File: src/laser_ctrl_pkg.sv
// Package with register map, field positions and timing constants for the laser drive control.
package laser_ctrl_pkg;

  localparam logic [7:0]  ADDR_CFG_FLAGS     = 8'h00;
  localparam logic [7:0]  ADDR_POWER_CFG_LOW = 8'h04;
  localparam logic [7:0]  ADDR_POWER_CFG_HIGH = 8'h08;
  localparam logic [7:0]  ADDR_STATUS        = 8'h0C;
  localparam logic [7:0]  ADDR_FRAME_PERIOD  = 8'h10;
  localparam logic [7:0]  ADDR_ILLUM_CYCLES  = 8'h14;

  localparam int          MODE_BIT           = 0;
  localparam logic        MODE_SHUTTER       = 1'b0;
  localparam logic        MODE_CONTINUOUS    = 1'b1;

  localparam int          ST_DRIVE_BIT       = 0;
  localparam int          ST_FAULT_BIT       = 1;
  localparam int          ST_PDOWN_BIT       = 2;
  localparam int          ST_TEST_BIT        = 3;
  localparam int          ST_GND_BIT         = 4;
  localparam int          ST_VDD_BIT         = 5;

  localparam logic [7:0]  POWER_CFG_RESET    = 8'h00;
  localparam logic [15:0] FRAME_PERIOD_RESET = 16'hC350;
  localparam logic [15:0] ILLUM_CYCLES_RESET = 16'h1388;

  localparam int          CLK_MHZ            = 100;
  localparam int          PD_MARGIN_US       = 100;
  localparam int          PD_MARGIN_CYC      = PD_MARGIN_US * CLK_MHZ;
  localparam int          TEST_STEP_CYC      = 16;

  typedef enum logic [1:0] {
    TEST_IDLE,
    TEST_GND,
    TEST_VDD,
    TEST_DETECTOR
  } test_state_t;

endpackage

File: src/laser_drive_fault_control.sv
// Laser drive mode, power-down gating, fault latch and self-test with an APB register file.
// Overview of operation
// RULE_01: Two drive modes, continuous and shutter, selected by one configuration flag bit.
// RULE_02: Continuous mode keeps drive on always except during power-down; the code also stops drive during a fault and while the self-test runs.
// RULE_03: Shutter mode drives only during the illuminated part of each frame.
// RULE_04: Mode bit resets to shutter; firmware keeps shutter except calibration.
// RULE_05: Supply enable output is held low in fault-free operation.
// RULE_06: Ground short at current-set or drive pin stops drive, raises supply enable.
// RULE_07: Each write of the low power register launches a ground, supply, detector test.
// RULE_08: Firmware selects continuous mode before programming both power registers.
// RULE_09: Power-down starts within one frame period plus 100 us after the pin falls.
// RULE_10: A detected fault persists until hardware reset.
//
// The address map and the APB interface to the registers were decided locally.
module laser_drive_fault_control
  import laser_ctrl_pkg::*;
(
  input  wire logic        SYS_CLK,
  input  wire logic        NRST,
  input  wire logic        PSEL,
  input  wire logic        PENABLE,
  input  wire logic        PWRITE,
  input  wire logic [7:0]  PADDR,
  input  wire logic [31:0] PWDATA,
  output logic      [31:0] PRDATA,
  output logic             PREADY,
  output logic             PSLVERR,
  input  wire logic        POWER_DOWN_N,
  input  wire logic        SET_PIN_GND,
  input  wire logic        DRIVE_PIN_GND,
  input  wire logic        DRIVE_PIN_VDD,
  output logic             DRIVE_CURRENT_OUTPUT,
  output logic             SUPPLY_ENABLE_N,
  output logic             DETECTOR_PROBE
);

  logic [3:0]  pins_sync;
  logic        pd_n_s;
  logic        set_gnd_s;
  logic        drv_gnd_s;
  logic        drv_vdd_s;

  logic        mode;
  logic        next_mode;
  logic [7:0]  power_cfg_low;
  logic [7:0]  next_power_cfg_low;
  logic [7:0]  power_cfg_high;
  logic [7:0]  next_power_cfg_high;
  logic [15:0] frame_period;
  logic [15:0] next_frame_period;
  logic [15:0] illum_cycles;
  logic [15:0] next_illum_cycles;
  logic [31:0] next_prdata;
  logic        next_pready;
  logic        next_pslverr;

  logic [15:0] frame_cnt;
  logic [15:0] next_frame_cnt;
  logic        pd_pending;
  logic        next_pd_pending;
  logic        pdown;
  logic        next_pdown;
  logic        pd_n_prev;
  logic        next_pd_n_prev;
  logic [13:0] margin_cnt;
  logic [13:0] next_margin_cnt;

  logic        fault;
  logic        next_fault;
  logic        gnd_seen;
  logic        next_gnd_seen;
  logic        vdd_seen;
  logic        next_vdd_seen;
  test_state_t test_state;
  test_state_t next_test_state;
  logic [4:0]  step_cnt;
  logic [4:0]  next_step_cnt;
  logic        next_drive;
  logic        next_supply_n;
  logic        next_probe;
  logic        wr_en;
  logic        rd_en;
  logic [1:0]  probe_dly;
  logic [1:0]  next_probe_dly;
  logic        drv_gnd_live;

  function automatic logic addr_hit(input logic [7:0] a, input logic [7:0] r);
    return a == r;
  endfunction

  laser_sync #(.WIDTH(4)) u_sync (
    .clk       (SYS_CLK),
    .rst_n     (NRST),
    .async_in  ({DRIVE_PIN_VDD, DRIVE_PIN_GND, SET_PIN_GND, POWER_DOWN_N}),
    .reset_val (4'h0),
    .sync_out  (pins_sync)
  );

  assign pd_n_s    = pins_sync[0];
  assign set_gnd_s = pins_sync[1];
  assign drv_gnd_s = pins_sync[2];
  assign drv_vdd_s = pins_sync[3];

  assign wr_en = PSEL && PENABLE && PWRITE && PREADY;
  assign rd_en = PSEL && !PENABLE && !PWRITE;

  // APB slave: no wait states, reads are prepared in the setup cycle.
  always_comb begin
    next_mode           = mode;
    next_power_cfg_low  = power_cfg_low;
    next_power_cfg_high = power_cfg_high;
    next_frame_period   = frame_period;
    next_illum_cycles   = illum_cycles;
    next_prdata         = PRDATA;
    next_pready         = PSEL && !PENABLE;
    next_pslverr        = 1'b0;
    if (rd_en) begin
      next_prdata = 32'h0000_0000;
      if (addr_hit(PADDR, ADDR_CFG_FLAGS)) begin
        next_prdata[MODE_BIT] = mode;
      end else if (addr_hit(PADDR, ADDR_POWER_CFG_LOW)) begin
        next_prdata[7:0] = power_cfg_low;
      end else if (addr_hit(PADDR, ADDR_POWER_CFG_HIGH)) begin
        next_prdata[7:0] = power_cfg_high;
      end else if (addr_hit(PADDR, ADDR_STATUS)) begin
        next_prdata[ST_DRIVE_BIT] = DRIVE_CURRENT_OUTPUT;
        next_prdata[ST_FAULT_BIT] = fault;
        next_prdata[ST_PDOWN_BIT] = pdown;
        next_prdata[ST_TEST_BIT]  = test_state != TEST_IDLE;
        next_prdata[ST_GND_BIT]   = gnd_seen;
        next_prdata[ST_VDD_BIT]   = vdd_seen;
      end else if (addr_hit(PADDR, ADDR_FRAME_PERIOD)) begin
        next_prdata[15:0] = frame_period;
      end else if (addr_hit(PADDR, ADDR_ILLUM_CYCLES)) begin
        next_prdata[15:0] = illum_cycles;
      end else begin
        next_pslverr = 1'b1;
      end
    end else if (PSEL && !PENABLE) begin
      next_pslverr = !(addr_hit(PADDR, ADDR_CFG_FLAGS) || addr_hit(PADDR, ADDR_POWER_CFG_LOW) ||
                       addr_hit(PADDR, ADDR_POWER_CFG_HIGH) || addr_hit(PADDR, ADDR_STATUS) ||
                       addr_hit(PADDR, ADDR_FRAME_PERIOD) || addr_hit(PADDR, ADDR_ILLUM_CYCLES));
    end
    if (wr_en) begin
      if (addr_hit(PADDR, ADDR_CFG_FLAGS)) begin
        next_mode = PWDATA[MODE_BIT]; // [RULE_01]
      end
      if (addr_hit(PADDR, ADDR_POWER_CFG_LOW)) begin
        next_power_cfg_low = PWDATA[7:0];
      end
      if (addr_hit(PADDR, ADDR_POWER_CFG_HIGH)) begin
        next_power_cfg_high = PWDATA[7:0];
      end
      if (addr_hit(PADDR, ADDR_FRAME_PERIOD) && PWDATA[15:0] != 16'h0000) begin
        next_frame_period = PWDATA[15:0];
      end
      if (addr_hit(PADDR, ADDR_ILLUM_CYCLES)) begin
        next_illum_cycles = PWDATA[15:0];
      end
    end
  end

  always_ff @(posedge SYS_CLK or negedge NRST) begin
    if (!NRST) begin
      mode           <= MODE_SHUTTER; // [RULE_04]
      power_cfg_low  <= POWER_CFG_RESET;
      power_cfg_high <= POWER_CFG_RESET;
      frame_period   <= FRAME_PERIOD_RESET;
      illum_cycles   <= ILLUM_CYCLES_RESET;
      PRDATA         <= 32'h0000_0000;
      PREADY         <= 1'b0;
      PSLVERR        <= 1'b0;
    end else begin
      mode           <= next_mode;
      power_cfg_low  <= next_power_cfg_low;
      power_cfg_high <= next_power_cfg_high;
      frame_period   <= next_frame_period;
      illum_cycles   <= next_illum_cycles;
      PRDATA         <= next_prdata;
      PREADY         <= next_pready;
      PSLVERR        <= next_pslverr;
    end
  end

  // Frame timing and power-down entry, taken at the end of the current frame plus a margin.
  always_comb begin
    next_frame_cnt  = (frame_cnt + 16'h0001 >= frame_period) ? 16'h0000 : frame_cnt + 16'h0001;
    next_pd_n_prev  = pd_n_s;
    next_pd_pending = pd_pending;
    next_pdown      = pdown;
    next_margin_cnt = margin_cnt;
    if (pd_n_s) begin
      next_pd_pending = 1'b0;
      next_pdown      = 1'b0;
      next_margin_cnt = 14'h0000;
    end else if (pd_n_prev && !pdown) begin
      next_pd_pending = 1'b1;
    end else if (pd_pending && margin_cnt >= 14'(PD_MARGIN_CYC - 1)) begin
      // The margin starts at the frame wrap and ends power-down entry on its own.
      next_pdown      = 1'b1; // [RULE_09]
      next_pd_pending = 1'b0;
    end
    if (pd_pending && (frame_cnt == 16'h0000 || margin_cnt != 14'h0000) && !next_pdown) begin
      next_margin_cnt = margin_cnt + 14'h0001;
    end
  end

  always_ff @(posedge SYS_CLK or negedge NRST) begin
    if (!NRST) begin
      frame_cnt  <= 16'h0000;
      pd_n_prev  <= 1'b0;
      pd_pending <= 1'b0;
      pdown      <= 1'b0;
      margin_cnt <= 14'h0000;
    end else begin
      frame_cnt  <= next_frame_cnt;
      pd_n_prev  <= next_pd_n_prev;
      pd_pending <= next_pd_pending;
      pdown      <= next_pdown;
      margin_cnt <= next_margin_cnt;
    end
  end

  // Fault latch, self-test sequencer and drive outputs.
  always_comb begin
    next_fault      = fault;
    next_gnd_seen   = gnd_seen;
    next_vdd_seen   = vdd_seen;
    next_test_state = test_state;
    next_step_cnt   = step_cnt + 5'h01;
    next_probe      = 1'b0;
    next_probe_dly  = {probe_dly[0], DETECTOR_PROBE};
    // The detector's own answer to the probe reaches us two cycles late; it is not a short.
    drv_gnd_live    = drv_gnd_s && !DETECTOR_PROBE && (probe_dly == 2'b00);
    if (set_gnd_s || drv_gnd_live) begin
      next_fault    = 1'b1; // [RULE_06] [RULE_10]
      next_gnd_seen = next_gnd_seen | drv_gnd_live;
    end
    if (wr_en && addr_hit(PADDR, ADDR_POWER_CFG_LOW)) begin
      next_test_state = TEST_GND; // [RULE_07]
      next_step_cnt   = 5'h00;
    end else if (step_cnt == 5'(TEST_STEP_CYC - 1)) begin
      next_step_cnt = 5'h00;
      unique case (test_state)
        TEST_IDLE: begin
          next_step_cnt = step_cnt;
        end
        TEST_GND: begin
          if (drv_gnd_s) begin
            next_fault = 1'b1; // [RULE_07]
          end
          next_test_state = TEST_VDD;
        end
        TEST_VDD: begin
          if (drv_vdd_s) begin
            next_fault    = 1'b1; // [RULE_07]
            next_vdd_seen = 1'b1;
          end
          next_test_state = TEST_DETECTOR;
        end
        TEST_DETECTOR: begin
          // The probe pulls the drive pin low; a healthy detector reports ground.
          if (!drv_gnd_s) begin
            next_fault = 1'b1; // [RULE_07]
          end
          next_test_state = TEST_IDLE;
        end
      endcase
    end else if (test_state == TEST_IDLE) begin
      next_step_cnt = step_cnt;
    end
    if (next_test_state == TEST_DETECTOR) begin
      next_probe = 1'b1;
    end
    next_supply_n = next_fault; // [RULE_05] [RULE_06]
    if (next_fault || pdown || next_test_state != TEST_IDLE) begin
      next_drive = 1'b0; // [RULE_02] [RULE_10]
    end else if (mode == MODE_CONTINUOUS) begin
      next_drive = 1'b1; // [RULE_02]
    end else begin
      next_drive = next_frame_cnt < illum_cycles; // [RULE_03]
    end
  end

  always_ff @(posedge SYS_CLK or negedge NRST) begin
    if (!NRST) begin
      fault                <= 1'b0;
      gnd_seen             <= 1'b0;
      vdd_seen             <= 1'b0;
      test_state           <= TEST_IDLE;
      step_cnt             <= 5'h00;
      probe_dly            <= 2'b00;
      DRIVE_CURRENT_OUTPUT <= 1'b0;
      SUPPLY_ENABLE_N      <= 1'b0;
      DETECTOR_PROBE       <= 1'b0;
    end else begin
      fault                <= next_fault;
      gnd_seen             <= next_gnd_seen;
      vdd_seen             <= next_vdd_seen;
      test_state           <= next_test_state;
      step_cnt             <= next_step_cnt;
      probe_dly            <= next_probe_dly;
      DRIVE_CURRENT_OUTPUT <= next_drive;
      SUPPLY_ENABLE_N      <= next_supply_n;
      DETECTOR_PROBE       <= next_probe;
    end
  end

endmodule

File: src/laser_sync.sv
// Two flip-flop synchroniser bank for asynchronous pin inputs.
module laser_sync
  import laser_ctrl_pkg::*;
#(
  parameter int WIDTH = 4
) (
  input  wire logic             clk,
  input  wire logic             rst_n,
  input  wire logic [WIDTH-1:0] async_in,
  input  wire logic [WIDTH-1:0] reset_val,
  output logic      [WIDTH-1:0] sync_out
);

  logic [WIDTH-1:0] stage1;
  logic [WIDTH-1:0] next_stage1;
  logic [WIDTH-1:0] next_sync_out;

  always_comb begin
    next_stage1   = async_in;
    next_sync_out = stage1;
  end

  always_ff @(posedge clk or negedge rst_n) begin
    if (!rst_n) begin
      stage1   <= '0;
      sync_out <= '0;
    end else begin
      stage1   <= next_stage1;
      sync_out <= next_sync_out;
    end
  end

endmodule

File: config.mk
export PLATFORM = sky130hd
export DESIGN_NAME = laser_drive_fault_control
export DESIGN_NICKNAME = d
export VERILOG_FILES = /design/src/laser_ctrl_pkg.sv /design/src/laser_drive_fault_control.sv /design/src/laser_sync.sv
export SDC_FILE = /design/constraint.sdc
export NUM_CORES = 1
export LEC_CHECK = 0
export ABC_CLOCK_PERIOD_IN_PS = 4800
export BUFFER_PORTS_ARGS = -buffer_cell sky130_fd_sc_hd__buf_2
export CAP_MARGIN = 20
export CORE_MARGIN = 3
export CORE_UTILIZATION = 50
export CTS_BUF_LIST = sky130_fd_sc_hd__clkbuf_8
export DETAILED_ROUTE_END_ITERATION = 16
export GPL_TIMING_DRIVEN = 0
export PLACE_DENSITY = 0.71
export SETUP_SLACK_MARGIN = 0.05
export SKIP_LAST_GASP = 1
export SYNTH_ARGS = -nofsm -noshare
export SYNTH_HDL_FRONTEND = slang
export SYNTH_HIERARCHICAL = 1
export SYNTH_SLANG_ARGS = --single-unit
File: constraint.sdc
create_clock -name SYS_CLK -period 4.8 [get_ports SYS_CLK]
set_input_delay 0.96 -clock SYS_CLK [delete_from_list [all_inputs] [get_ports SYS_CLK]]
set_output_delay 0.96 -clock SYS_CLK [all_outputs]
set_load 0.005 [all_outputs]
Word level (Yosys, flattened, before mapping). Cells that the tools add are included. Widths: inputs -> output; s select.

Word-level logic and storage cells: 130. Bits in read-only memories: 0. Output and inout port bits: 37. Bits of input ports: 49. Memories: 0. Latch bits: 0. Flip-flop bits (word level): 122. Bits in writable memories: 0.

$lt $le $gt $ge: 3. Div/mod/pow operators: 0. $add $sub $neg: 3. Mux-type cells: 44. Shift operators: 0. Reductions and logical operators: 44. Bitwise logic cells: 2. $mul: 0. Equality and inequality tests: 11.

Operators with widths (number): $mux 16 (3); $mux 8 (4); $mux 14 (2); $mux 1 (24); $mux 5 (4); $add 16x1->16 const B (1); $eq 8x4->1 const B (2); $eq 8x5->1 const B (2); $ge 16x16->1 (1); $logic_not 16->1 (1); $lt 16x16->1 (1); $reduce_bool 16->1 (1); $mux 15 (1); $add 14x1->14 const B (1); $ge 14x14->1 const B (1); $reduce_bool 14->1 (1); $logic_and 1x1->1 (13); $mux 10 (1); $reduce_and 2->1 (5); $logic_or 1x1->1 (9); $eq 8x3->1 const B (1); $logic_not 8->1 (1); $eq 2x2->1 const B (3); $logic_not 1->1 (6); 14 further kinds (18).

Depth between registers and ports, before layout. Gate-level depths: netlist of run 1.

Depth after elaboration: 12. Depth in mapped cells: 17. Gate-level depth less buffers: 16.

Modules after synthesis. Netlist of run 1, hierarchy kept.

By module, submodules not included: laser_drive_fault_control (area each 6444.9 µm², cells each 621, times used 1); laser_sync (area each 200.2 µm², cells each 8, times used 1).

Worst setup path after synthesis of run 1. No wires, ideal clock.

Path type: reg-to-reg. From: register frame_cnt[2]. To: register DRIVE_CURRENT_OUTPUT. Slack: 831 ps. Clock period less this slack: 3969 ps. Arrival: 3841 ps. Cell stages (with the launch flop): 18. Library setup time: 128 ps. Path buffers: 1. Cells stage by stage: dfrtp_1 > and4_1 > nand4_1 > nor2_1 > xor2_1 > ha_1 > a21o_1 > a221o_1 > o2bb2ai_1 > or3_1 > clkbuf_1 > nor2b_1 > ha_1 > o21ai_0 > a2111oi_0 > nand3_1 > nor4_1 > nor3_1.

Word-level cells in the longest chain between the ends: 6.

RTL lines: from (decl) (RTL line laser_drive_fault_control.sv:57) `logic [15:0] frame_cnt;`; from (signal assigned) (RTL line laser_drive_fault_control.sv:216) `frame_cnt <= next_frame_cnt;`; $add 16x1->16 (*) (RTL line laser_drive_fault_control.sv:187) `next_frame_cnt = (frame_cnt + 16'h0001 >= frame_period) ? 16'h0000 : frame_cnt + 16'h0001;`; $ge 16x16->1 (RTL line laser_drive_fault_control.sv:187); $mux 16 (*) (RTL line laser_drive_fault_control.sv:187); via next_frame_cnt[2] (RTL line laser_drive_fault_control.sv:58) `logic [15:0] next_frame_cnt;`; $lt 16x16->1 (*) (RTL line laser_drive_fault_control.sv:281) `next_drive = next_frame_cnt < illum_cycles;`; $mux 1 (*) (RTL line laser_drive_fault_control.sv:278) `end else if (mode == MODE_CONTINUOUS) begin`; $mux 1 (*) (RTL line laser_drive_fault_control.sv:276) `if (next_fault || pdown || next_test_state != TEST_IDLE) begin`; via next_drive (RTL line laser_drive_fault_control.sv:78) `logic next_drive;`; to (signal assigned) (RTL line laser_drive_fault_control.sv:303) `DRIVE_CURRENT_OUTPUT <= next_drive;`; to (decl) (RTL line laser_drive_fault_control.sv:32) `output logic DRIVE_CURRENT_OUTPUT,`.

Mark *: on every way through the listed nets, which the timed path passes. The rest lies on a longest branch. A chain may end at the register's enable or synchronous reset.

Worst setup path in the final report of run 1.
From: register frame_cnt[3]. To: register DRIVE_CURRENT_OUTPUT.

Word-level cells in the longest chain between the ends: 6.

RTL lines (RTL line): $add 16x1->16 (laser_drive_fault_control.sv:187); $ge 16x16->1 (laser_drive_fault_control.sv:187); $mux 16 (laser_drive_fault_control.sv:187); via next_frame_cnt[2] (laser_drive_fault_control.sv:58); $lt 16x16->1 (laser_drive_fault_control.sv:281); $mux 1 (laser_drive_fault_control.sv:278); $mux 1 (laser_drive_fault_control.sv:276); via next_drive (laser_drive_fault_control.sv:78).

The timed path passes the listed nets, and every way through them passes these cells.

==> flow_metrics.py, run 1 <==
metrics = {
    "drt": {
        "wire_per_inst_um": 17.3,
        "vias": 5062,
        "dr.first_iter.drc_count": 386,
        "drtPass1Iterations": 6,
        "remaining_drc_errors": 0,
        "wirelength_um": 15600,
        "routed_via_density": 5.61,
        "ant_nets": 0,
    },
    "synthesis": {
        "synth_area_leaders": "dfrtp_1, ha_1, mux2_2, dfstp_2, mux2_1",
        "ys_async_sr_fraction_pct": 100,
        "synth_seq_cells": 122,
        "synth.distinct_cells": 67,
        "yosys.area.top_type": "dfrtp_1",
        "synth_ff_type": "dfrtp_1",
        "ys_seq_area_share_pct": 46.1,
        "netlist_area_mm2": 0.00665,
        "yosysWarnings": 6,
        "synthCells": 629,
        "synth_top_cell_area_share_pct": 41.8,
        "synth_edf_count": 0,
        "synth_area_per_cell_um2": 10.6,
    },
    "timing": {
        "period_share_pct": 93.0,
        "maxSlewViolCount": 0,
        "hold_viol": 0,
        "fmax_mhz": 224,
        "finalCriticalPeriod_ps": 4460,
        "finalSetupTns_ps": 0,
        "setup_viol_count_final": 0,
        "fin_worst_skew_ps": 11.9,
        "worstMarginPinSlew_ps": 787,
        "maxSlewHeadroom_pct": 47.5,
        "rsz0062_at_grt": "no",
    },
    "power_and_ir_drop": {
        "vdd_drop_max_mv": 0.319,
        "p_per_area_mw_per_mm2": 322,
        "clkPwrFrac_pct": 44.0,
        "p_int_mw": 1.83,
        "netSwitchingFraction_pct": 26.5,
        "comb_power_share_pct": 11.7,
        "p_leak_nw": 3.70,
        "switchingPower_mw": 0.660,
        "p_seq_share_pct": 44.3,
    },
    "grt": {
        "grt_use_total_pct": 22.9,
        "grt_overflow": 0,
        "grt_max_degree": 81,
        "grt_pass1_vias": 5140,
        "antenna_found_initial": 0,
        "grt_first_pass_wirelength_um": 26100,
    },
    "clock_network": {
        "cts_hold_buf": 0,
        "clock_sinks": 122,
        "clock_latency_ps": 470,
        "cts_root_buf": "clkbuf_8",
        "cts_buffers": 17,
        "cts_buffer_depth": 2,
        "clk_pin_slew_ps": 80,
        "cts_max_level": 4,
        "cts_tree": "done",
    },
    "worst_setup_path": {
        "crit_fanout": 10,
        "worstPathRequired_ps": 5140,
        "r2r_cells": 17,
        "critPathLaunchType": "flop",
        "cp-end-kind": "flop",
        "critPathKind": "flop to flop",
        "crit_arrival_ps": 4810,
    },
    "floorplanning": {
        "start_util_pct": 51.8,
        "rows": 41,
        "die_x_um": 121,
        "num_io_pins": 86,
        "core_mm2": 0.0128,
        "die_y_um": 121,
        "dieArea_mm2": 0.0147,
    },
    "outcome": {
        "status": "completed",
    },
    "worst_hold_path": {
        "whs_path_depth": 0,
        "hp-class": "flop to flop",
    },
    "finish": {
        "synthToLayoutAreaGrowth_pct": 16.2,
        "diodes": 0,
        "stdcell_area_mm2": 0.00772,
        "fin_nets": 805,
        "final_core_util_pct": 60.2,
        "drive_gt1_share_pct": 22.5,
        "fillers": 1062,
    },
    "place": {
        "gp_congestion": 0.891,
        "port_buffers": 51,
        "post-dp-hpwl_um": 11600,
        "place_area_mm2": 0.00721,
    },
    "run": {
        "cap_violations": 0,
    },
}
## Yosys cell counts (8+ instances only)
cell type  instances
inv_1             55
mux2i_1           16
o31ai_1           12
a21oi_1           24
dfstp_2           11
o221ai_1           8
nor2b_1           20
and3_1             9
nor2_1            33
o21ai_0           11
buf_4             17
nand2_1           34
clkbuf_1          13
nor3_1            14
nand3_1           20
dfrtp_1          111
nor4_1            11
mux2_2            26
mux2_1            24
ha_1              39
nand4_1           15
xnor2_1           10
nand2b_1           8
## layout make-up
class	instances	area, µm²	area share, %
inverters	56	210	2.72
well taps	172	215	2.79
clock buffers	19	262	3.39
flip-flops and latches	122	3070	39.7
clock inverters	13	213	2.75
plain buffers	37	218	2.82
multi-input cells	429	3240	41.9
repair buffers	54	304	3.94
## kinds of logic after synthesis
| family | count (synthesis) | share of synthesized area (%) |
|---|---|---|
| adder cells (fa/ha/maj) | 39 | 7.34 |
| multiplexers | 67 | 11.2 |
| flip-flops | 122 | 46.1 |
| XOR/XNOR | 17 | 2.24 |
| buffers and inverters | 93 | 6.42 |
| other | 1 | 0.0564 |
| AO/OA/AOI/OAI | 99 | 10.5 |
| AND/OR/NAND/NOR | 191 | 16.1 |
## layout by cell type (no fill, tap or decap), types with 7 or more instances in the layout
master and instances:
nor2b_1 19, mux2i_1 16, xor2_1 7, mux2_1 24, xnor2_1 9, buf_4 19
o221ai_1 8, o21ai_0 11, clkbuf_8 19, nor2_1 33, nand4_1 15, clkbuf_1 12
inv_1 55, and3_1 9, conb_1 16, buf_2 55, nor3_1 14, ha_1 39
a21oi_1 24, dfrtp_1 110, mux2_2 26, nand2_1 34, nand2b_1 8, o31ai_1 12
nand3_1 20, dfstp_2 11, nor4_1 11
## registers in the layout, indices dropped and copies added, names as in the netlist, 2 cells and up
name	cells
u_sync/sync_out	4
frame_cnt	16
power_cfg_low	8
illum_cycles	16
u_sync/next_sync_out	4
power_cfg_high	8
test_state	2
probe_dly	2
margin_cnt	14
step_cnt	5
PRDATA	16
frame_period	16
## worst max-delay path, stage by stage (launching register included)
cell	delay, ps
dfrtp_1	430
and4_1	260
nand4_1	170
nor2_1	190
xor2_1	240
ha_1	290
a21o_1	180
a221o_1	330
o2bb2ai_1	150
or3_4	390
clkbuf_2	220
nor2b_1	210
ha_1	220
o21ai_0	120
a2111oi_2	460
nand3_1	120
nor4_1	250
nor3_1	100
## power by group through the flow
stage	combinational, mW	clock, mW	sequential [mW]
after global routing	0.332	1.17	1.11
after detailed placement	0.286	0	1.12
final	0.291	1.09	1.10
after CTS	0.287	1.11	1.10
after floorplan	0.185	0	1.11
after global placement	0.271	0	1.12
## routing by layer
layer  global-route usage, %  up-vias  wire length (µm)
li1                        -     2420                 -
met1                    29.3     2501              6860
met2                    38.3      117              7810
met3                    6.15       24               713
met4                    6.23        0               221
met5                       0        -                 0
## worst paths after layout
path | start | endpoint | slack (ps)
max in group asynchronous | NRST | frame_period[4] | 3660
worst min-delay path | u_sync/next_sync_out[3] | u_sync/sync_out[3] | 350
worst min register to register | u_sync/next_sync_out[3] | u_sync/sync_out[3] | 350
min in group asynchronous | NRST | PRDATA[14] | 400
worst max register to register | frame_cnt[3] | DRIVE_CURRENT_OUTPUT | 340
worst max-delay path | frame_cnt[3] | DRIVE_CURRENT_OUTPUT | 340
## timing repair
action / 4_1_cts / 5_1_grt
buffers inserted: 0 / 2
gates resized for setup: 1 / 8
endpoints found under the hold margin: 0 / 0
endpoints found under the setup margin: 1 / 1
pin swaps: 0 / 1
gates cloned: 0 / 0
## per-stage QoR
stage / hold WS [ps] / total power, mW / setup slack (ps) / instances
after CTS: 356 / 2.50 / 83.9 / 900
after global routing: 366 / 2.61 / 52.8 / 902
after global placement: 334 / 1.39 / 166 / 867
final: 352 / 2.49 / 336 / 902
after detailed placement: 339 / 1.41 / 91.4 / 868
after floorplan: 331 / 1.30 / 831 / 644
Power figures use the tool's default switching activity.
==> run 2, diff against run 1 <==
--- a/config.mk
+++ b/config.mk
@@ -13,10 +13,9 @@
 export CTS_BUF_LIST = sky130_fd_sc_hd__clkbuf_8
 export DETAILED_ROUTE_END_ITERATION = 16
 export GPL_TIMING_DRIVEN = 0
-export PLACE_DENSITY = 0.71
+export PLACE_DENSITY = 0.7
 export SETUP_SLACK_MARGIN = 0.05
 export SKIP_LAST_GASP = 1
 export SYNTH_ARGS = -nofsm -noshare
 export SYNTH_HDL_FRONTEND = slang
-export SYNTH_HIERARCHICAL = 1
 export SYNTH_SLANG_ARGS = --single-unit
==> run 2 against run 1 <==
Compared with the run above: die area rose by 0.94%; combinational power rose by 45%; sequential power rose by 5%; global-route usage rose by 0.096 points; area after synthesis rose by 1.0%; critical path type unchanged; first-iteration DRC count rose by 5.7%; register-to-register slack got worse by 170 ps.
==> flow_metrics.py, run 2 <==
metrics = {
    "synthesis": {
        "synth_commonest_cells": "dfrtp_1, nand2_1, inv_1",
        "synth_seq_cells": 122,
        "synth_compound_area_share_pct": 9.84,
        "synth_mux_area_share_pct": 10.0,
        "ys_async_sr_fraction_pct": 100,
        "ys_seq_area_share_pct": 45.7,
        "synth_edf_count": 0,
        "netlist_area_mm2": 0.00671,
        "synth_area_per_cell_um2": 10.5,
        "synth-xor-area-share_pct": 2.22,
        "yosys.area.top_type": "dfrtp_1",
        "synth_fa_ha_area_share_pct": 7.27,
        "synth_area_leaders": "dfrtp_1, ha_1, mux2_2, dfstp_2, mux2_4",
        "synth_top_family_by_area": "simple AND/OR/NAND/NOR gates",
        "synth_ff_type": "dfrtp_1",
        "synth_top_cell_area_share_pct": 41.4,
        "synth_simple_gate_area_share_pct": 18.5,
        "yosysWarnings": 0,
        "synth.most_common_cell": "dfrtp_1",
        "synthCells": 639,
        "synth.distinct_cells": 59,
    },
    "floorplanning": {
        "core_mm2": 0.0129,
        "die_x_um": 122,
        "start_util_pct": 52.1,
        "rows": 41,
        "die_y_um": 122,
        "num_io_pins": 86,
        "dieArea_mm2": 0.0148,
    },
    "power_and_ir_drop": {
        "p_per_area_mw_per_mm2": 329,
        "vdd_drop_max_mv": 0.340,
        "p_leak_nw": 3.82,
    },
    "worst_setup_path": {
        "worstPathRequired_ps": 5130,
        "rrSetupSlack_ps": 170,
        "crit_arrival_ps": 4960,
        "cpPeakStageDelay_ps": 440,
        "reg2reg_from": "frame_cnt[0]",
        "path_cells": "ha_1 -> and4_1 -> and3_1 -> and3_1 -> xor2_1 -> ha_1 -> nand4_1 -> or3_4 -> a2111oi_4 -> or3_4 -> buf_4 -> nor2b_1 -> ha_1 -> nand4_1 -> nor4_4 -> nand4_1 -> or4_1 -> nor4b_1",
        "cp-end-kind": "flop",
        "r2r_cells": 18,
        "critPathLaunchType": "flop",
        "slowest_stage": "or4_1",
        "crit_fanout": 10,
        "reg2reg_to": "DRIVE_CURRENT_OUTPUT",
        "critPathKind": "flop to flop",
    },
    "timing": {
        "hold_viol": 0,
        "maxSlewViolCount": 0,
        "fin_worst_skew_ps": 15.6,
        "finalCriticalPeriod_ps": 4630,
        "period_share_pct": 96.5,
        "fmax_mhz": 216,
        "worstMarginPinSlew_ps": 867,
        "timing.hold.ws_ps": 348,
        "setup_viol_count_final": 0,
        "maxSlewHeadroom_pct": 40.7,
        "rsz0062_at_grt": "no",
    },
    "outcome": {
        "status": "completed",
    },
    "clock_network": {
        "cts_buffers": 17,
        "cts_max_level": 4,
        "cts_buffer_depth": 2,
        "clock_latency_ps": 460,
        "cts_tree": "done",
        "clk_pin_slew_ps": 70,
        "cts_root_buf": "clkbuf_8",
        "clock_sinks": 122,
    },
    "drt": {
        "routed_via_density": 5.63,
        "wirelength_um": 16100,
        "vias": 5149,
        "drtPass1Iterations": 5,
        "wire_per_inst_um": 17.6,
        "ant_nets": 0,
        "dr.first_iter.drc_count": 408,
        "remaining_drc_errors": 0,
    },
    "grt": {
        "grt_overflow": 0,
        "grt_first_pass_wirelength_um": 26400,
        "antenna_found_initial": 0,
        "grt_max_degree": 71,
        "grt_use_total_pct": 23.0,
        "grt_pass1_vias": 5211,
    },
    "finish": {
        "final_common_cell": "dfrtp_1",
        "fin_cells": 915,
        "drive_gt1_share_pct": 24.9,
        "final_cell_mix": "dfrtp_1, nand2_1, buf_2",
        "diodes": 0,
        "fillers": 1048,
        "fin_nets": 818,
        "multiInputGateArea_mm2": 0.00334,
        "seqCellArea_mm2": 0.00307,
        "synthToLayoutAreaGrowth_pct": 16.2,
    },
    "place": {
        "post-dp-hpwl_um": 11700,
        "gp_congestion": 0.857,
        "port_buffers": 52,
        "dp.cells": 879,
    },
    "run": {
        "cap_violations": 0,
    },
    "worst_hold_path": {
        "min_to": "u_sync.sync_out[0]",
        "hp-class": "flop to flop",
        "whs_path_depth": 0,
        "min_from": "u_sync.next_sync_out[0]",
    },
}
## run 2: routing by layer
metal / track usage, % / vias to the layer above / wire [µm]
met3: 5.20 / 24 / 798
li1: - / 2431 / -
met1: 30.2 / 2554 / 7250
met4: 7.35 / 0 / 251
met5: 0 / - / 0
met2: 37.9 / 140 / 7790
## run 2: power by group
part | internal, mW | switching [mW]
Combinational | 0.187 | 0.236
Sequential | 1.09 | 0.0548
Clock | 0.581 | 0.411
Total | 1.86 | 0.702
## run 2: final cells by class
| type | instances | area share [%] |
|---|---|---|
| tap | 172 | 2.76 |
| clock inverter | 13 | 2.07 |
| inverter | 48 | 2.31 |
| clock buffer | 19 | 3.35 |
| multi-input combinational | 448 | 42.8 |
| sequential | 122 | 39.3 |
| timing repair buffer | 57 | 4.15 |
| buffer | 36 | 3.19 |
## run 2: critical path, delay by kind of cell, from the launching register on
| kind | cells | cell delay [ps] |
|---|---|---|
| buffers and inverters | 1 | 170 |
| DFF | 1 | 430 |
| adders and majority gates | 3 | 810 |
| AOI/OAI and AO/OA | 1 | 220 |
| and+or+nand+nor | 12 | 2690 |
| xor gates and xnor gates | 1 | 180 |
## run 2: repair_timing
item	in CTS	in global routing
pin swaps	2	4
cloned	0	0
resized for setup	7	6
endpoints found under the setup margin	1	1
hold buffers	0	0
endpoints found under the hold margin	0	0
buffers inserted	2	2
## run 2: logic make-up after synthesis
family,Yosys count
fa+ha+maj,39
buf+inv,84
xor+xnor,17
other cells,1
simple gates,222
mux,55
flops,122
compound gates,99
## run 2: through the flow
stage / instance area (µm²) / TNS (ps) / utilization [%] / worst slack (ps) / total power [mW]
floorplan: 6770 / 0 / - / 422 / 1.41
global placement: 7240 / -380 / 56.3 / -380 / 1.53
detailed placement: 7280 / -538 / 56.5 / -538 / 1.55
CTS: 7750 / 0 / 60.2 / 70.4 / 2.57
global route: 7800 / 0 / 60.6 / 19.2 / 2.69
finish: 7800 / 0 / 60.6 / 169 / 2.56
## run 2: worst max-delay path by stage
stage                       startpoint              endpoint  slack (ps)
final                     frame_cnt[0]  DRIVE_CURRENT_OUTPUT         170
after floorplan           frame_cnt[0]  DRIVE_CURRENT_OUTPUT         420
after global routing      frame_cnt[0]  DRIVE_CURRENT_OUTPUT          20
after detailed placement  frame_cnt[2]  DRIVE_CURRENT_OUTPUT        -540
after CTS                 frame_cnt[0]  DRIVE_CURRENT_OUTPUT          70
after global placement    frame_cnt[2]  DRIVE_CURRENT_OUTPUT        -380
==> run 3, diff against run 2 <==
--- a/config.mk
+++ b/config.mk
@@ -13,6 +13,7 @@
 export CTS_BUF_LIST = sky130_fd_sc_hd__clkbuf_8
 export DETAILED_ROUTE_END_ITERATION = 16
 export GPL_TIMING_DRIVEN = 0
+export MAX_ROUTING_LAYER = met4
 export PLACE_DENSITY = 0.7
 export SETUP_SLACK_MARGIN = 0.05
 export SKIP_LAST_GASP = 1
==> run 3 against run 2 <==
Compared with the run above: critical endpoint unchanged; highest routed layer unchanged; global-route usage is 0.64 points higher; count of clock-buffer cells in the layout stayed put; total power is 0.21% higher; die area stayed put; non-clock buffer count stayed put; final cell count stayed put; first-iteration DRC count is 13% higher; wire length hardly changed.
==> flow_metrics.py, run 3 (same netlist as run 2, synthesis figures left out) <==
metrics = {
    "clock_network": {
        "cts_max_level": 4,
        "cts_root_buf": "clkbuf_8",
        "clock_sinks": 122,
        "clock_latency_ps": 460,
        "cts_buffers": 17,
        "clk_pin_slew_ps": 70,
        "cts_tree": "done",
        "cts_buffer_depth": 2,
    },
    "timing": {
        "hold_viol": 0,
        "finalSetupTns_ps": 0,
        "setup_viol_count_final": 0,
        "fmax_mhz": 215,
        "maxSlewHeadroom_pct": 38.7,
        "worstMarginPinSlew_ps": 896,
        "finalCriticalPeriod_ps": 4660,
        "rsz0062_at_grt": "no",
        "period_share_pct": 97.0,
        "maxSlewViolCount": 0,
        "fin_worst_skew_ps": 16.1,
    },
    "finish": {
        "fin_cells": 915,
        "drive_gt1_share_pct": 24.9,
        "final_cell_mix": "dfrtp_1, nand2_1, buf_2",
        "diodes": 0,
        "fin_nets": 818,
        "final_common_cell": "dfrtp_1",
        "synthToLayoutAreaGrowth_pct": 16.3,
    },
    "floorplanning": {
        "dieArea_mm2": 0.0148,
        "core_mm2": 0.0129,
        "start_util_pct": 52.1,
        "num_io_pins": 86,
        "die_x_um": 122,
        "rows": 41,
        "die_y_um": 122,
    },
    "power_and_ir_drop": {
        "vdd_drop_max_mv": 0.340,
        "p_per_area_mw_per_mm2": 329,
        "p_leak_nw": 3.81,
    },
    "place": {
        "port_buffers": 52,
        "gp_congestion": 0.870,
        "dp.cells": 879,
        "post-dp-hpwl_um": 11700,
    },
    "worst_setup_path": {
        "slowest_stage": "or4_1",
        "critPathKind": "flop to flop",
        "critPathLaunchType": "flop",
        "path_cells": "ha_2 -> and4_1 -> and3_1 -> and3_1 -> xor2_1 -> ha_1 -> nand4_1 -> or3_4 -> a2111oi_4 -> or3_4 -> buf_4 -> nor2b_1 -> ha_1 -> nand4_1 -> nor4_4 -> nand4_1 -> or4_1 -> nor4b_1",
        "worstPathRequired_ps": 5130,
        "cpPeakStageDelay_ps": 440,
        "cpMostUsedCell": "nand4_1",
        "crit_fanout": 10,
        "cp-end-kind": "flop",
        "crit_arrival_ps": 4980,
    },
    "grt": {
        "grt_overflow": 0,
        "grt_pass1_vias": 5229,
        "antenna_found_initial": 0,
        "grt_max_degree": 71,
        "grt_first_pass_wirelength_um": 26400,
        "grt_use_total_pct": 23.6,
    },
    "drt": {
        "drtPass1Iterations": 5,
        "wirelength_um": 16100,
        "vias": 5139,
        "ant_nets": 0,
        "routed_via_density": 5.62,
        "wire_per_inst_um": 17.6,
        "dr.first_iter.drc_count": 463,
        "remaining_drc_errors": 0,
    },
    "run": {
        "cap_violations": 0,
    },
    "outcome": {
        "status": "completed",
    },
    "worst_hold_path": {
        "hp-class": "flop to flop",
    },
}
[run 3: cell counts in the layout (fill, tap and decap cells not counted)]
No cell type changed its count.
[run 3: final cells by class]
cell class | instances | area (µm²)
fill | 1047 | 5070
multi-input combinational | 448 | 3340
sequential | 122 | 3070
timing repair buffer | 57 | 324
clock buffer | 19 | 262
buffer | 36 | 249
tap | 172 | 215
inverter | 48 | 180
clock inverter | 13 | 161
[run 3: timing repair]
action / CTS / global route
gates resized for setup: 7 / 6
hold buffers: 0 / 0
pin swaps: 2 / 5
buffers inserted: 2 / 2
setup endpoints to repair: 1 / 1
[run 3: per-layer routing]
metal  routed length (µm)  up-vias  global-route usage (%)  share of wire, %
li1                     -     2423                       -                 -
met1                 7270     2562                    30.2                45
met2                 7820      129                    37.7                49
met3                  740       25                    5.11               4.6
met4                  249        0                    7.63               1.5
met5                    0        -                       -                 0
[run 3: power by group]
group | internal, mW | switching [mW] | total, mW | leakage (nW)
Sequential | 1.09 | 0.0541 | 1.15 | 1.61
Combinational | 0.190 | 0.239 | 0.429 | 1.98
Clock | 0.581 | 0.412 | 0.993 | 0.232
Total | 1.86 | 0.705 | 2.57 | 3.81
[run 3: stage by stage]
| step | cell area [µm²] | hold WS (ps) | worst slack (ps) | util, % | total power, mW |
|---|---|---|---|---|---|
| 2_1_floorplan | 6770 | 331 | 422 | - | 1.41 |
| 3_3_place_gp | 7240 | 335 | -380 | 56.3 | 1.53 |
| 3_5_place_dp | 7280 | 336 | -538 | 56.5 | 1.55 |
| 4_1_cts | 7750 | 351 | 70.4 | 60.2 | 2.57 |
| 5_1_grt | 7800 | 369 | 48.4 | 60.6 | 2.69 |
| 6_report | 7800 | 348 | 145 | 60.6 | 2.57 |
[run 3: final timing paths]
| kind | startpoint | end | slack (ps) | depth (start not counted) |
|---|---|---|---|---|
| min reg2reg | u_sync.next_sync_out[0] | u_sync.sync_out[0] | 350 | 0 |
| max reg2reg | frame_cnt[0] | DRIVE_CURRENT_OUTPUT | 140 | 18 |
| min in group asynchronous | NRST | PRDATA[8] | 440 | 1 |
| min | u_sync.next_sync_out[0] | u_sync.sync_out[0] | 350 | 0 |
| max | frame_cnt[0] | DRIVE_CURRENT_OUTPUT | 140 | 18 |
| max in group asynchronous | NRST | frame_period[8] | 3580 | 2 |
[run 3: worst max-delay path: cells and delay by family, from the launching register on]
family / cells / cell delay [ps]
xor+xnor: 1 / 170
compound gates: 1 / 220
flops: 1 / 410
fa+ha+maj: 3 / 800
simple gates: 12 / 2740
buf+inv: 1 / 170
